### config.mk
export PLATFORM = sky130hd
export DESIGN_NAME = cirt_top
export DESIGN_NICKNAME = d
export VERILOG_FILES = /design/src/shared/cirt_pkg.sv /design/src/cirt_top.sv /design/src/cirt_pulse_gen.sv
export SDC_FILE = /design/constraint.sdc
export NUM_CORES = 1
export LEC_CHECK = 0
export ABC_AREA = 0
export BUFFER_PORTS_ARGS = -buffer_cell sky130_fd_sc_hd__buf_4
export CORE_ASPECT_RATIO = 2
export CORE_UTILIZATION = 55
export DETAILED_ROUTE_END_ITERATION = 6
export GPL_ROUTABILITY_DRIVEN = 0
export GPL_TIMING_DRIVEN = 0
export HOLD_SLACK_MARGIN = 0.1
export PLACE_DENSITY = 0.86
export SLEW_MARGIN = 30
export SYNTH_ARGS = -nofsm -noshare
export SYNTH_HDL_FRONTEND = slang
export SYNTH_SLANG_ARGS = --single-unit
### constraint.sdc
create_clock -name sys_clk -period 6.4 [get_ports sys_clk]
set_input_delay 1.6 -clock sys_clk [delete_from_list [all_inputs] [get_ports sys_clk]]
set_output_delay 1.6 -clock sys_clk [all_outputs]
set_load 0.01 [all_outputs]
### src/shared/cirt_pkg.sv
// package: constants for the configuration initialization sequencer
package cirt_pkg;
  // clock rate in hertz
  localparam int unsigned CIRT_CLK_HZ = 10_000_000;
  // default init pulse width in nanoseconds
  localparam int unsigned CIRT_INIT_WIDTH_NS = 1_000;
  // default init pulse width in clock cycles, rounded up
  localparam int unsigned CIRT_INIT_WIDTH_CYC =
    (CIRT_INIT_WIDTH_NS * (CIRT_CLK_HZ / 1_000_000) + 999) / 1000;
  // extra cycles the float pulse stays beyond the init pulse
  localparam int unsigned CIRT_FLOAT_EXTRA_CYC = 1;
  // counter width for pulse generators
  localparam int unsigned CIRT_CNT_W = 16;
  // number of general-purpose outputs
  localparam int unsigned CIRT_NUM_OUT = 8;
  // number of user registers
  localparam int unsigned CIRT_NUM_REG = 8;
  // default per-register initial values (set or cleared)
  localparam logic [CIRT_NUM_REG-1:0] CIRT_REG_INIT = 8'hA5;
  // pulse generator states
  typedef enum logic [1:0] {
    CIRT_IDLE = 2'b00,
    CIRT_PULSE = 2'b01,
    CIRT_DONE = 2'b10
  } cirt_state_t;
endpackage

### src/cirt_top.sv
// configuration initialization: global init and output float sequencer
`timescale 1ns/1ps
module cirt_top
#(
  parameter int unsigned INIT_WIDTH_CYC = cirt_pkg::CIRT_INIT_WIDTH_CYC,
  parameter int unsigned FLOAT_EXTRA_CYC = cirt_pkg::CIRT_FLOAT_EXTRA_CYC,
  parameter int unsigned NUM_OUT = cirt_pkg::CIRT_NUM_OUT,
  parameter int unsigned NUM_REG = cirt_pkg::CIRT_NUM_REG,
  parameter logic [cirt_pkg::CIRT_NUM_REG-1:0] REG_INIT = cirt_pkg::CIRT_REG_INIT
) (
  input wire logic sys_clk,
  input wire logic reset,
  // pin: configuration in progress, high while loading
  input wire logic config_active,
  // pin: active-high external init request
  input wire logic external_init_buffer,
  // user data for the user registers
  input wire logic [NUM_REG-1:0] user_d,
  // user output values and enables in normal operation
  input wire logic [NUM_OUT-1:0] user_out,
  input wire logic [NUM_OUT-1:0] user_oe,
  // global init net, high while initializing
  output logic global_init_net,
  // global output float net, high while outputs float
  output logic global_output_float_net,
  // user register contents
  output logic [NUM_REG-1:0] user_q,
  // pad drive and pad enable
  output logic [NUM_OUT-1:0] pad_out,
  output logic [NUM_OUT-1:0] pad_oe
);
  import cirt_pkg::*;

  // synchronisers for pin inputs
  logic cfg_s1_reg; // first stage, read only by second
  logic cfg_s2_reg; // synchronised configuration level
  logic cfg_d_reg; // delayed copy for edge detect
  logic ext_s1_reg; // first stage, read only by second
  logic ext_s2_reg; // synchronised external init
  logic ext_d_reg; // delayed copy for edge detect
  logic por_reg; // power-up marker, first cycle after reset release
  logic por_done_reg; // power-up trigger already issued

  always_ff @(posedge sys_clk or posedge reset) begin
    if (reset) begin
      cfg_s1_reg <= 1'b0;
      cfg_s2_reg <= 1'b0;
      cfg_d_reg <= 1'b0;
      ext_s1_reg <= 1'b0;
      ext_s2_reg <= 1'b0;
      ext_d_reg <= 1'b0;
    end else begin
      cfg_s1_reg <= config_active;
      cfg_s2_reg <= cfg_s1_reg;
      cfg_d_reg <= cfg_s2_reg;
      ext_s1_reg <= external_init_buffer;
      ext_s2_reg <= ext_s1_reg;
      ext_d_reg <= ext_s2_reg;
    end
  end

  // power-up trigger, fired once after reset release
  always_ff @(posedge sys_clk or posedge reset) begin
    if (reset) begin
      por_reg <= 1'b0;
      por_done_reg <= 1'b0;
    end else begin
      por_reg <= !por_done_reg;
      por_done_reg <= 1'b1;
    end
  end

  // configuration end is the falling edge of config_active
  wire logic cfg_end = cfg_d_reg && !cfg_s2_reg;
  // external init: active-high rising edge
  wire logic ext_rise = ext_s2_reg && !ext_d_reg;
  // init trigger: power-up, configuration end or user request
  wire logic init_trig = por_reg || cfg_end || ext_rise;
  // float trigger: power-up or configuration end
  wire logic float_trig = por_reg || cfg_end;

  logic init_pulse; // init generator output
  logic float_pulse; // float generator output

  // the init controller drives the global init net
  cirt_pulse_gen #(
    .WIDTH_CYC(INIT_WIDTH_CYC)
  ) u_init_gen (
    .sys_clk(sys_clk),
    .reset(reset),
    .trigger(init_trig),
    .pulse(init_pulse)
  );

  // separate generator for the float net, never shorter than init
  cirt_pulse_gen #(
    .WIDTH_CYC(INIT_WIDTH_CYC == 0 ? 0 : INIT_WIDTH_CYC + FLOAT_EXTRA_CYC)
  ) u_float_gen (
    .sys_clk(sys_clk),
    .reset(reset),
    .trigger(float_trig),
    .pulse(float_pulse)
  );

  // float held while configuring, through the edge-detect cycle after it and for its pulse;
  // the power-up window before the float pulse starts floats as well, so no pad leaks out
  wire logic float_next = float_pulse || cfg_s2_reg || cfg_d_reg
    || por_reg || !por_done_reg;
  // init follows the init generator pulse alone, never held for float
  wire logic init_next = init_pulse;

  logic init_reg; // global init net register
  logic float_reg; // global float net register
  // a running float is stretched while init is high, so float never ends first;
  // an init pulse on its own (external request) leaves the outputs driven
  wire logic float_hold = float_next || (init_next && float_reg);
  always_ff @(posedge sys_clk or posedge reset) begin
    if (reset) begin
      init_reg <= 1'b0;
      float_reg <= 1'b1;
    end else begin
      init_reg <= init_next;
      float_reg <= float_hold;
    end
  end
  assign global_init_net = init_reg;
  assign global_output_float_net = float_reg;

  // user registers: the common init net sets or clears asynchronously
  logic [NUM_REG-1:0] q_reg; // user register bank
  genvar gi;
  generate
    for (gi = 0; gi < NUM_REG; gi++) begin : g_reg
      always_ff @(posedge sys_clk or posedge init_reg) begin
        if (init_reg) begin
          q_reg[gi] <= REG_INIT[gi];
        end else begin
          q_reg[gi] <= user_d[gi];
        end
      end
    end
  endgenerate
  assign user_q = q_reg;

  // pads: the float net clears every output enable; the pad value still follows user_out
  wire logic [NUM_OUT-1:0] oe_next = float_hold ? '0 : user_oe;
  logic [NUM_OUT-1:0] pad_out_reg; // registered pad value
  logic [NUM_OUT-1:0] pad_oe_reg; // registered pad enable
  always_ff @(posedge sys_clk or posedge reset) begin
    if (reset) begin
      pad_out_reg <= '0;
      pad_oe_reg <= '0;
    end else begin
      pad_out_reg <= user_out;
      pad_oe_reg <= oe_next;
    end
  end
  assign pad_out = pad_out_reg;
  assign pad_oe = pad_oe_reg;
endmodule // cirt_top

### src/cirt_pulse_gen.sv
// one-shot pulse generator started by a trigger, width in cycles
`timescale 1ns/1ps
module cirt_pulse_gen #(
  parameter int unsigned WIDTH_CYC = 10
) (
  input wire logic sys_clk,
  input wire logic reset,
  input wire logic trigger,
  output logic pulse
);
  import cirt_pkg::*;

  // the pulse lasts WIDTH_CYC cycles; zero width never pulses
  localparam logic [CIRT_CNT_W-1:0] WIDTH = CIRT_CNT_W'(WIDTH_CYC);
  localparam logic [CIRT_CNT_W-1:0] ONE = 16'h0001;

  cirt_state_t state_reg; // generator state
  cirt_state_t state_next; // next generator state
  logic [CIRT_CNT_W-1:0] cnt_reg; // cycles remaining
  logic [CIRT_CNT_W-1:0] cnt_next; // next count
  logic pulse_reg; // registered pulse
  wire logic zero_width = (WIDTH == '0); // generator disabled
  wire logic last = (cnt_reg == ONE); // final pulse cycle

  // next state and count
  always_comb begin
    state_next = state_reg;
    cnt_next = cnt_reg;
    case (state_reg)
      CIRT_IDLE: begin
        if (trigger && !zero_width) begin
          state_next = CIRT_PULSE;
          cnt_next = WIDTH;
        end
      end
      CIRT_PULSE: begin
        if (last) begin
          state_next = CIRT_DONE;
          cnt_next = '0;
        end else begin
          cnt_next = cnt_reg - ONE;
        end
        if (trigger) begin // restart on a new trigger
          state_next = CIRT_PULSE;
          cnt_next = WIDTH;
        end
      end
      CIRT_DONE: begin
        if (trigger && !zero_width) begin
          state_next = CIRT_PULSE;
          cnt_next = WIDTH;
        end
      end
      default: begin
        state_next = CIRT_IDLE;
        cnt_next = '0;
      end
    endcase
  end

  // the pulse is high while counting
  wire logic pulse_next = (state_next == CIRT_PULSE);

  // state registers
  always_ff @(posedge sys_clk or posedge reset) begin
    if (reset) begin
      state_reg <= CIRT_IDLE;
      cnt_reg <= '0;
      pulse_reg <= 1'b0;
    end else begin
      state_reg <= state_next;
      cnt_reg <= cnt_next;
      pulse_reg <= pulse_next;
    end
  end

  assign pulse = pulse_reg;
endmodule // cirt_pulse_gen

* Word level (Yosys, flattened, before mapping) *
Index checks and enable logic that the tools add are counted.

word-level totals
  register bits = 72
  bits in latches = 0
  bits in writable memories = 0
  ROM bits = 0
  input bits = 28
  output and inout bits = 26
  logic and storage cells = 72
  memories kept = 0

operators by class
  $add $sub $neg = 2
  multiply operators = 0
  div/mod/pow operators = 0
  magnitude comparators = 0
  equal/unequal tests = 10
  shifts and indexed selects = 0
  multiplexer cells = 17
  bitwise gates (word level) = 0
  reductions and logical operators = 17

operators with widths
  cell                   count
  $mux 16                6
  $pmux 16 s2            2
  $eq 16x1->1 const B    2
  $sub 16x1->16 const B  2
  $mux 2                 6
  $eq 2x1->1 const B     4
  $mux 8                 1
  $pmux 2 s2             2
  $logic_or 1x1->1       7
  $eq 2x2->1 const B     2
  $logic_not 2->1        2
  $ne 2x1->1 const B     2
  $reduce_or 2->1        2
  $logic_and 1x1->1      3
  $logic_not 1->1        3

* Longest topological paths before layout *
Gate-level depths: netlist (run 1).

  word-level depth = 7
  depth in mapped cells = 8
  gate-level depth less buffers = 7

* By module *
From an unflattened synthesis (run 1), not the netlist that was laid out.

unflattened totals
  cell total of the unflattened synthesis = 292
  area total of the unflattened synthesis = 3234.4 sq um

modules (own cells, without submodules)
  module                         times used  cells an instance  area each (sq um)  seq. area each (sq um)
  cirt_pulse_gen at u_float_gen  1           122                1179.9             475.5
  cirt_pulse_gen at u_init_gen   1           117                1078.5             475.5
  cirt_top                       1           53                 975.9              857.1

* Worst setup path before layout (run 1) *
Ideal clock, no wire load.

  path type = reg-to-output
  start point = register float_reg, in the netlist global_output_float_net
  end point = output global_output_float_net
  data arrival time = 0.529 ns
  required time = 4.800 ns
  slack = 4.271 ns
  cell stages (with the launch flop) = 1
  path buffers = 0
  path through = dfstp_2

RTL lines
  item                    RTL line         source
  from (decl)             cirt_top.sv:113  logic float_reg;
  from (signal assigned)  cirt_top.sv:123  float_reg <= float_hold;
  to (decl)               cirt_top.sv:25   output logic global_output_float_net,

No word-level cell between the ends.

* Worst setup path after layout (run 1) *
  start point = register float_reg, in the netlist global_output_float_net
  end point = output global_output_float_net

No word-level cell between the ends.

==> results of run 1 <==
-- routing by layer --
layer	up-vias	GRT usage, %
met4	0	18.1
li1	1139	-
met2	68	51.5
met1	1212	27.5
met3	19	4.52
met5	-	0
-- logic make-up (layout without fill, tap and decap cells) --
| group | Yosys count | in the layout | synth area share [%] |
|---|---|---|---|
| buffers and inverters | 17 | 87 | 2.24 |
| multiplexers | 1 | 1 | 0.367 |
| adder cells (fa/ha/maj) | 4 | 4 | 1.63 |
| AND/OR/NAND/NOR | 107 | 107 | 20.9 |
| other | 1 | 1 | 0.122 |
| AO/OA/AOI/OAI | 72 | 72 | 15.6 |
| flip-flops | 72 | 72 | 58.9 |
| XOR/XNOR | 1 | 1 | 0.285 |
-- cell type report --
| type | instances | area share (%) |
|---|---|---|
| multi-input cells | 186 | 31.6 |
| inverters | 9 | 0.954 |
| clock inverters | 4 | 2.01 |
| well taps | 60 | 1.97 |
| repair buffers | 54 | 11.0 |
| plain buffers | 8 | 0.921 |
| flip-flops and latches | 72 | 47.5 |
| clock buffers | 12 | 4.08 |
-- cell usage after synthesis, types with 2 or more instances --
cell | n | area, µm²
and2_1 | 9 | 56.3
o2bb2ai_1 | 2 | 17.5
o21ai_0 | 9 | 45.0
nor4_4 | 3 | 63.8
nor2_1 | 23 | 86.3
a21o_1 | 3 | 22.5
a22oi_1 | 2 | 15.0
nand2b_1 | 13 | 81.3
dfstp_2 | 5 | 131
nor3b_1 | 2 | 15.0
o21ai_1 | 5 | 25.0
or2_2 | 2 | 12.5
a31oi_1 | 18 | 113
nor4_1 | 4 | 25.0
o21a_1 | 2 | 15.0
nand4_1 | 2 | 12.5
ha_1 | 4 | 50.1
nand2_1 | 18 | 67.6
a21oi_1 | 12 | 60.1
nand3_1 | 3 | 15.0
a22o_1 | 3 | 26.3
o31ai_1 | 2 | 15.0
a32oi_1 | 2 | 17.5
inv_1 | 9 | 33.8
or4b_1 | 2 | 20.0
clkbuf_1 | 6 | 22.5
nand3b_1 | 2 | 15.0
or4_4 | 2 | 22.5
nor3_1 | 9 | 45.0
or3_1 | 4 | 25.0
or4_1 | 2 | 15.0
dfrtp_1 | 67 | 1680
-- path summary, 6_finish.rpt --
| check | endpoint | slack, ns |
|---|---|---|
| setup / recovery | global_output_float_net | 3.80 |
| hold / removal | user_q[6] | 0.22 |
| setup reg to reg | u_init_gen.cnt_reg[15] | 4.00 |
| hold reg to reg | user_q[6] | 0.22 |
| max in group asynchronous | global_output_float_net | 4.62 |
| min in group sys_clk | cfg_s2_reg | 0.36 |
-- per-stage QoR --
stage	power (mW)	utilization [%]	std cells
final	1.02	70.2	405
after floorplan	0.571	-	275
after CTS	1.03	70.1	405
after global routing	1.06	70.2	405
after detailed placement	0.614	65.8	389
after global placement	0.606	65.4	388
-- report_power, final --
group / switching [mW] / total, mW / internal (mW)
clock: 0.172 / 0.413 / 0.241
combinational: 0.0565 / 0.102 / 0.0459
sequential: 0.0262 / 0.506 / 0.480
==> metrics.md, run 1 <==
| Metric | Value |
|---|---|
| CP Data Required Time | 4.80 ns |
| MaxCap Viol Count | 0 |
| TritonCTS clock tree | yes |
| Via count | 2438 |
| Clk root buf | clkbuf_8 |
| CP Depth | 1 |
| Avg Cell Area, Syn | 11.2 µm² |
| Max incr delay on CP | 0.53 ns |
| # Post-CTS Setup Buffers | 0 |
| Multi-input gate area | 1200 µm² |
| Yosys Warn Count | 0 |
| DR vias/cell | 6.02 |
| Synth Instances | 275 |
| Critical Path, Cell by Cell | buf_4 |
| CP endpoint kind | output pin |
| Resized cells post-CTS | 0 |
| Die Area | 5910 µm² |
| Chip width | 54.8 µm |
| Met2 Wirelength | 4330 µm |
| Seq cells post-synth | 72 |
| P per Cell Area | 268 nW/µm² |
| Hold/Removal Path Class | reg -> async |
| Total wire length | 7210 µm |
| Residual DRC count | 0 |
| Commonest cells after routing, fill and taps aside | 67 x dfrtp_1, 54 x buf_4, 23 x nor2_1 |
| Setup Viol. Count Final | 0 |
| Family with the most delay on the worst path | flip-flops |
| Seq/Total Area, Yosys | 58.9% |
| Layout Skew | 0.00642 ns |
| Hold slack final | 0.223 ns |
| Dpl cell area | 3570 µm² |
| Overall Global Routing Usage | 28.6% |
| RR Startpoint | u_init_gen.cnt_reg[1] |
| Max VDD drop | 0.268 mV |
| Vias in the first global route | 2576 |
| Post-route cell area | 3800 µm² |
| Setup slack after layout | 3.80 ns |
| Setup TNS | 0 ns |
| Setup CP Type | reg -> out |
| Slowest stage cell, crit path | dfstp_2 |
| LEAKAGE | 1.76 nW |
| Crit Path Max Fanout | 2 |
| Area grow syn2layout | 23.9% |
| 1st-iter DRT viols | 109 |
| Gr ovfl total | 0 |
| Largest net degree at the start of global routing | 39 |
| # rows | 38 |
| Max Fclk | 384 MHz |
| Status | finished, final reports clean |
| Number of synthesized flops with an enable pin | 0 |
| Post-synthesis net count | 307 |
| Die H | 108 µm |
| First-pass GRT wire length | 11800 µm |
| Hold buffers post-CTS | 0 |
| Clock Sinks | 72 |
| Reg2Reg Depth | 8 |
| WL/cell | 17.8 µm |
| Min cycle time layout | 2.60 ns |
| Clock Tree Buf Depth | 2 |
| Worst endpoint data arrival time | 1.00 ns |
| Initial antenna violation count | 0 |
| WL met1 | 2400 µm |
| Starting Density | 56.7% |
| Slew @ Worst Pin | 0.648 ns |
| Post-synth ARST share | 100% |
| CP startpoint kind | flip-flop |
| I/O pin count | 54 |
| Most common cell after layout, fill and taps aside | dfrtp_1 |
| Slew Limit Fails | 0 |
| First-pass DRT Iterations | 5 |
| Wire length on met3 | 243 µm |
| RSZ-0062 raised after global routing | false |
| H-tree levels | 3 |
| Post-Syn Area | 3070 µm² |
| Top sig layer | met4 |
| Critical Path Start | global_output_float_net |
| Dominant synthesized flop cell | dfrtp_1 |
| Final #Nets | 372 |
| Normalized max-slew margin | 55.7% |
| FF/Latch Area | 1810 µm² |
| Post-route ant nets | 0 |
| Crit path buf inv count | 1 |
| Endpoints failing hold | 0 |
| Setup Slack @ Placement | 4.03 ns |
| Synth unique cells | 56 |
| Number of diodes | 0 |
| Total CTS buffers | 9 |
| Placeable Area | 5420 µm² |
| Clk slew on worst S/H paths | 0.07 ns |
| Later-pin clock latency in the skew report | 0.36 ns |
| PortBufs | 53 |
| Layout cells sized above 1 | 26.1% |
| Fill cell count | 395 |
| Detailed Place HPWL | 5110 µm |
| Crit share post-route | 40.7% |
Note: power is estimated with default switching activity, not from simulation.
==> run 2, diff against run 1 <==
--- a/config.mk
+++ b/config.mk
@@ -8,12 +8,12 @@
 export ABC_AREA = 0
 export BUFFER_PORTS_ARGS = -buffer_cell sky130_fd_sc_hd__buf_4
 export CORE_ASPECT_RATIO = 2
-export CORE_UTILIZATION = 55
+export CORE_UTILIZATION = 50
 export DETAILED_ROUTE_END_ITERATION = 6
 export GPL_ROUTABILITY_DRIVEN = 0
 export GPL_TIMING_DRIVEN = 0
 export HOLD_SLACK_MARGIN = 0.1
-export PLACE_DENSITY = 0.86
+export PLACE_DENSITY = 0.82
 export SLEW_MARGIN = 30
 export SYNTH_ARGS = -nofsm -noshare
 export SYNTH_HDL_FRONTEND = slang
==> constraint.sdc (replaced) <==
create_clock -name sys_clk -period 2.2 [get_ports sys_clk]
set_input_delay 0.55 -clock sys_clk [delete_from_list [all_inputs] [get_ports sys_clk]]
set_output_delay 0.55 -clock sys_clk [all_outputs]
set_load 0.01 [all_outputs]
==> run 2 against run 1 <==
  * The flow now finishes with violations (design-rule violations)
  * Sequential power grew to 2.9 times the previous value
  * Utilization fell by 3.9 points
  * Sequential share of layout area decreased by 1.7 points
  * First-iteration DRC count grew 42%
==> metrics.md, run 2 (synthesis results as in run 1) <==
| Metric | Value |
|---|---|
| Status | finished with violations |
| Failing checks | design-rule violations |
| Most common cell after layout, fill and taps aside | dfrtp_1 |
| MaxCap Viol Count | 0 |
| CP Data Required Time | 2.45 ns |
| Post-route cell area | 3950 µm² |
| Slowest stage cell, crit path | nor4b_2 |
| Hold slack final | 0.143 ns |
| Crit path to | u_float_gen.cnt_reg[4] |
| Slew Limit Fails | 0 |
| Max VDD drop | 0.748 mV |
| H-tree levels | 3 |
| Residual DRC count | 4 |
| Worst endpoint data arrival time | 2.41 ns |
| DR vias/cell | 6.01 |
| Vias in the first global route | 2531 |
| Commonest cells after routing, fill and taps aside | 66 x dfrtp_1, 54 x buf_4, 22 x nor2_1 |
| CP startpoint kind | flip-flop |
| Dpl cell area | 3580 µm² |
| Largest net degree at the start of global routing | 51 |
| Number of diodes | 0 |
| Min cycle time layout | 2.16 ns |
| Gr ovfl total | 0 |
| Max incr delay on CP | 0.58 ns |
| TritonCTS clock tree | yes |
| P per Cell Area | 818 nW/µm² |
| WL/cell | 16.9 µm |
| Via count | 2453 |
| LEAKAGE | 1.81 nW |
| Fill cell count | 443 |
| Final #Nets | 372 |
| Hold/Removal Path Class | in -> async |
| Later-pin clock latency in the skew report | 0.33 ns |
| Area grow syn2layout | 28.5% |
| Critical Path Start | u_float_gen.cnt_reg[0] |
| Crit share post-route | 98.3% |
| First-pass DRT Iterations | 6 |
| 1st-iter DRT viols | 155 |
| Slew @ Worst Pin | 0.617 ns |
| Setup CP Type | reg -> reg |
| Crit Path Max Fanout | 10 |
| R2r setup slk | 0.04 ns |
| RR Startpoint | u_float_gen.cnt_reg[0] |
| Endpoints failing hold | 0 |
| Die H | 113 µm |
| PortBufs | 53 |
| Clock Sinks | 72 |
| CP Depth | 7 |
| Finished Layout Cells | 408 |
| First-pass GRT wire length | 11400 µm |
| Hold buffers post-CTS | 0 |
| Overall Global Routing Usage | 23.2% |
| Critical Path, Cell by Cell | ha_1 -> or4b_4 -> nor4_4 -> nor4b_2 -> clkbuf_4 -> nand2_1 -> a31oi_1 |
| Capturing point of the worst reg2reg path | u_float_gen.cnt_reg[4] |
| Layout cells sized above 1 | 29.3% |
| Detailed Place HPWL | 4800 µm |
| Chip width | 57.4 µm |
| Clk root buf | clkbuf_16 |
| # rows | 40 |
| Setup Viol. Count Final | 0 |
| Max Fclk | 462 MHz |
| Clock Tree Buf Depth | 2 |
| Layout Skew | 0.00668 ns |
| Starting Density | 51.6% |
| Dpl cells | 392 |
| Power Total | 3.23 mW |
| Initial antenna violation count | 0 |
| Reg2Reg Depth | 7 |
| Crit path buf inv count | 1 |
| Post-route ant nets | 0 |
| I/O pin count | 54 |
| Die Area | 6480 µm² |
| Placeable Area | 5960 µm² |
| Normalized max-slew margin | 58.8% |
| Family with the most delay on the worst path | simple AND/OR/NAND/NOR gates |
| CP endpoint kind | flip-flop |
| Total CTS buffers | 9 |
| RSZ-0062 raised after global routing | true |
| Clk slew on worst S/H paths | 0.06 ns |
| Total wire length | 6880 µm |
[run 2: per-layer routing]
metal / routed length, µm / global-route usage [%]
met5: 0 / 0
met4: 287 / 14.0
met3: 255 / 5.37
met2: 4030 / 42.4
met1: 2310 / 22.7
[run 2: worst min-delay path by stage]
stage | startpoint | end | slack, ns | cells after the start
after global routing | reset | pad_out[3] | 0.14 | 2
after detailed placement | global_init_net | user_q[1] | 0.24 | 1
after CTS | reset | pad_out[3] | 0.14 | 2
after floorplan | global_init_net | user_q[1] | 0.23 | 1
final | reset | pad_out[6] | 0.14 | 2
after global placement | global_init_net | user_q[1] | 0.21 | 1
[run 2: cell type report]
class / instances / area (µm²) / area share [%]
Sequential cell: 72 / 1810 / 45.8
Multi-Input combinational cell: 186 / 1250 / 31.8
Timing Repair Buffer: 55 / 433 / 11.0
Clock buffer: 9 / 225 / 5.71
Tap cell: 63 / 78.8 / 2.00
Clock inverter: 7 / 77.6 / 1.97
Inverter: 9 / 36.3 / 0.919
Buffer: 7 / 31.3 / 0.793
[run 2: per-stage QoR]
step / setup TNS, ns / utilization, % / worst slack [ns]
floorplan: 0 / - / 0.0536
global placement: -42.41 / 59.6 / -0.672
detailed placement: -0.502 / 60.1 / -0.0721
CTS: 0 / 65.5 / 0.0298
global route: -0.238 / 66.3 / -0.0526
finish: 0 / 66.3 / 0.0367
[run 2: what timing repair did]
action                                  4_1_cts  5_1_grt
gates resized for setup                       4       10
endpoints found under the setup margin       20       21
hold endpoints to repair                      0        0
pin swaps                                     1        3
setup buffers                                 1        0
[run 2: worst reg2reg max path: cells and delay by family (launching register included)]
kind	cells	cell delay [ns]
and+or+nand+nor	4	0.92
DFF	1	0.44
buffers and inverters	1	0.34
adders and majority gates	1	0.22
AOI/OAI and AO/OA	1	0.17
[run 2: power by group]
group,switching (mW),leakage (nW),internal (mW)
Clock,0.561,0.147,0.888
Sequential,0.0787,0.893,1.40
Combinational,0.163,0.772,0.139
Total,0.803,1.81,2.42
==> run 3, diff against run 2 <==
--- a/config.mk
+++ b/config.mk
@@ -7,6 +7,7 @@
 export LEC_CHECK = 0
 export ABC_AREA = 0
 export BUFFER_PORTS_ARGS = -buffer_cell sky130_fd_sc_hd__buf_4
+export CAP_MARGIN = 10
 export CORE_ASPECT_RATIO = 2
 export CORE_UTILIZATION = 50
 export DETAILED_ROUTE_END_ITERATION = 6
@@ -14,7 +15,9 @@
 export GPL_TIMING_DRIVEN = 0
 export HOLD_SLACK_MARGIN = 0.1
 export PLACE_DENSITY = 0.82
+export RECOVER_POWER = 100
 export SLEW_MARGIN = 30
 export SYNTH_ARGS = -nofsm -noshare
 export SYNTH_HDL_FRONTEND = slang
+export SYNTH_HIERARCHICAL = 1
 export SYNTH_SLANG_ARGS = --single-unit
==> run 3 against run 2 <==
  * Die area increased by 5.2%
  * Via count up 8.6%
  * Critical endpoint is now u_init_gen/cnt_reg[8]
  * Sequential share of layout area is 0.28 points lower
  * Highest routed layer unchanged
  * Critical path type unchanged
  * Register-to-register slack improved by 0.06 ns
  * The flow now finishes without violations
==> metrics.md, run 3 <==
| Metric | Value |
|---|---|
| 1st-iter DRT viols | 181 |
| DR vias/cell | 5.96 |
| # rows | 41 |
| Clock Sinks | 72 |
| Dominant synthesized flop cell | dfrtp_1 |
| Hold/Removal Path Class | reg -> async |
| Min cycle time layout | 2.10 ns |
| Die Area | 6810 µm² |
| # Post-CTS Setup Buffers | 0 |
| Area grow syn2layout | 22.7% |
| Endpoints failing hold | 0 |
| Number of diodes | 0 |
| Total wire length | 7860 µm |
| Clk root buf | clkbuf_16 |
| Crit share post-route | 95.5% |
| Final #Nets | 388 |
| Die H | 116 µm |
| Post-route cell area | 3970 µm² |
| Max Fclk | 476 MHz |
| Synth unique cells | 65 |
| Setup CP Type | reg -> reg |
| CP startpoint kind | flip-flop |
| PortBufs | 53 |
| Overall Global Routing Usage | 26.4% |
| Post-synth ARST share | 100% |
| LEAKAGE | 1.83 nW |
| Avg Cell Area, Syn | 11.1 µm² |
| Commonest cells after routing, fill and taps aside | 67 x dfrtp_1, 31 x clkbuf_1, 24 x a21oi_1 |
| Post-synth top area cell | dfrtp_1 |
| Comb power frac | 9.2% |
| WL/cell | 17.6 µm |
| Sequential share of power | 42.4% |
| RSZ-0062 raised after global routing | false |
| CP Data Required Time | 2.41 ns |
| CP endpoint kind | flip-flop |
| Dpl cell area | 3740 µm² |
| Layout cells sized above 1 | 21.1% |
| Commonest cells post-synth | 67 x dfrtp_1, 24 x a21oi_1, 23 x nand2_1 |
| Total CTS buffers | 9 |
| Most common cell after layout, fill and taps aside | dfrtp_1 |
| Clk slew on worst S/H paths | 0.06 ns |
| H-tree levels | 3 |
| Slew Limit Fails | 0 |
| Layout Skew | 0.00597 ns |
| Internal power | 2.67 mW |
| Net switching power | 0.813 mW |
| Via count | 2664 |
| First-pass DRT Iterations | 5 |
| Largest net degree at the start of global routing | 27 |
| Residual DRC count | 0 |
| MaxCap Viol Count | 0 |
| Fill cell count | 518 |
| Initial antenna violation count | 0 |
| Seq cells post-synth | 72 |
| Status | finished, final reports clean |
| Vias in the first global route | 2715 |
| Starting Density | 51.7% |
| Post-route ant nets | 0 |
| Gr ovfl total | 0 |
| TritonCTS clock tree | yes |
| Setup TNS | 0 ns |
| Number of synthesized flops with an enable pin | 0 |
| Placeable Area | 6260 µm² |
| Cell with the most instances after synthesis | dfrtp_1 |
| P per Cell Area | 878 nW/µm² |
| Worst endpoint data arrival time | 2.31 ns |
| Ranking of synthesized cells by area | dfrtp_1 52%, dfstp_2 4.1%, a21oi_1 3.7% |
| Switching share of total power | 23.3% |
| Seq/Total Area, Yosys | 55.9% |
| I/O pin count | 54 |
| Synth Instances | 292 |
| Clock Tree Buf Depth | 2 |
| Normalized max-slew margin | 35.3% |
| Post-Syn Area | 3230 µm² |
| Top cell type's share of synthesized area | 51.8% |
| Setup Viol. Count Final | 0 |
| Yosys Warn Count | 6 |
| Chip width | 58.9 µm |
| Power Total | 3.48 mW |
| Slew @ Worst Pin | 0.969 ns |
| Clk pwr share | 48.3% |
| Crit Path Max Fanout | 10 |
| Post-synthesis net count | 324 |
| Max VDD drop | 0.773 mV |
| First-pass GRT wire length | 12900 µm |
| Later-pin clock latency in the skew report | 0.33 ns |
| Detailed Place HPWL | 5380 µm |
==> run 3: worst paths after layout <==
path	start	endpoint	slack, ns	cells after the start
max	u_init_gen/cnt_reg[1]	u_init_gen/cnt_reg[8]	0.1	8
min	global_init_net	user_q[3]	0.21	1
max reg2reg	u_init_gen/cnt_reg[1]	u_init_gen/cnt_reg[8]	0.1	8
min reg2reg	global_init_net	user_q[3]	0.21	1
max in group asynchronous	reset	ext_d_reg	1.14	2
min in group sys_clk	user_d[5]	user_q[5]	0.32	1
==> run 3: worst max-delay path, stage by stage, from the launching register on <==
cell and delay [ns]:
dfrtp_1 0.42, inv_1 0.12, ha_1 0.15, nor4b_1 0.34, nand4_2 0.24, and3_1 0.32, buf_6 0.16, a211oi_2 0.17
a21oi_1 0.07
==> run 3: repair_timing <==
item,4_1_cts,5_1_grt
setup endpoints to repair,0,3
resized for setup,0,1
hold buffers,0,0
==> run 3: logic make-up after synthesis <==
kind of cell	count (synthesis)	synth area share, %
AO/OA/AOI/OAI	78	16.9
adder cells (fa/ha/maj)	4	1.55
XOR/XNOR	1	0.271
flip-flops	72	55.9
buffers and inverters	26	3.71
AND/OR/NAND/NOR	109	21.2
multiplexers	1	0.348
other	1	0.116
==> run 3: routing by layer <==
metal | wire, µm | global-route usage, % | part of all wire [%] | vias up
li1 | - | - | - | 1190
met4 | 276 | 14.8 | 3.5 | 0
met5 | 0 | 0 | 0 | -
met1 | 2770 | 26.6 | 35 | 1309
met3 | 438 | 6.70 | 5.6 | 33
met2 | 4370 | 47.7 | 56 | 132
==> run 3: power by group through the flow <==
| stage | clock network [mW] | logic (mW) | registers [mW] |
|---|---|---|---|
| finish | 1.68 | 0.321 | 1.48 |
| global route | 1.75 | 0.357 | 1.49 |
| global placement | 0 | 0.323 | 1.49 |
| CTS | 1.70 | 0.337 | 1.48 |
| detailed placement | 0 | 0.332 | 1.50 |
| floorplan | 0 | 0.214 | 1.49 |
==> run 3: area by class of cell <==
cell class	count	area, µm²	share of cell area (%)
inverters	16	60.1	1.51
plain buffers	10	60.1	1.51
multi-input cells	194	1280	32.4
flip-flops and latches	72	1810	45.6
clock inverters	5	105	2.65
well taps	86	108	2.71
repair buffers	53	300	7.57
clock buffers	11	243	6.12
==> run 3: per-stage QoR <==
stage                     std cells  utilization, %  worst slack, ns  hold WS (ns)
final                           447            63.4           0.0980         0.209
after global routing            447            63.4          0.00396         0.272
after CTS                       447            65.3            0.128         0.228
after detailed placement        431            59.8            0.177         0.226
after global placement          431            59.8            0.222         0.214
after floorplan                 292               -            0.441         0.232
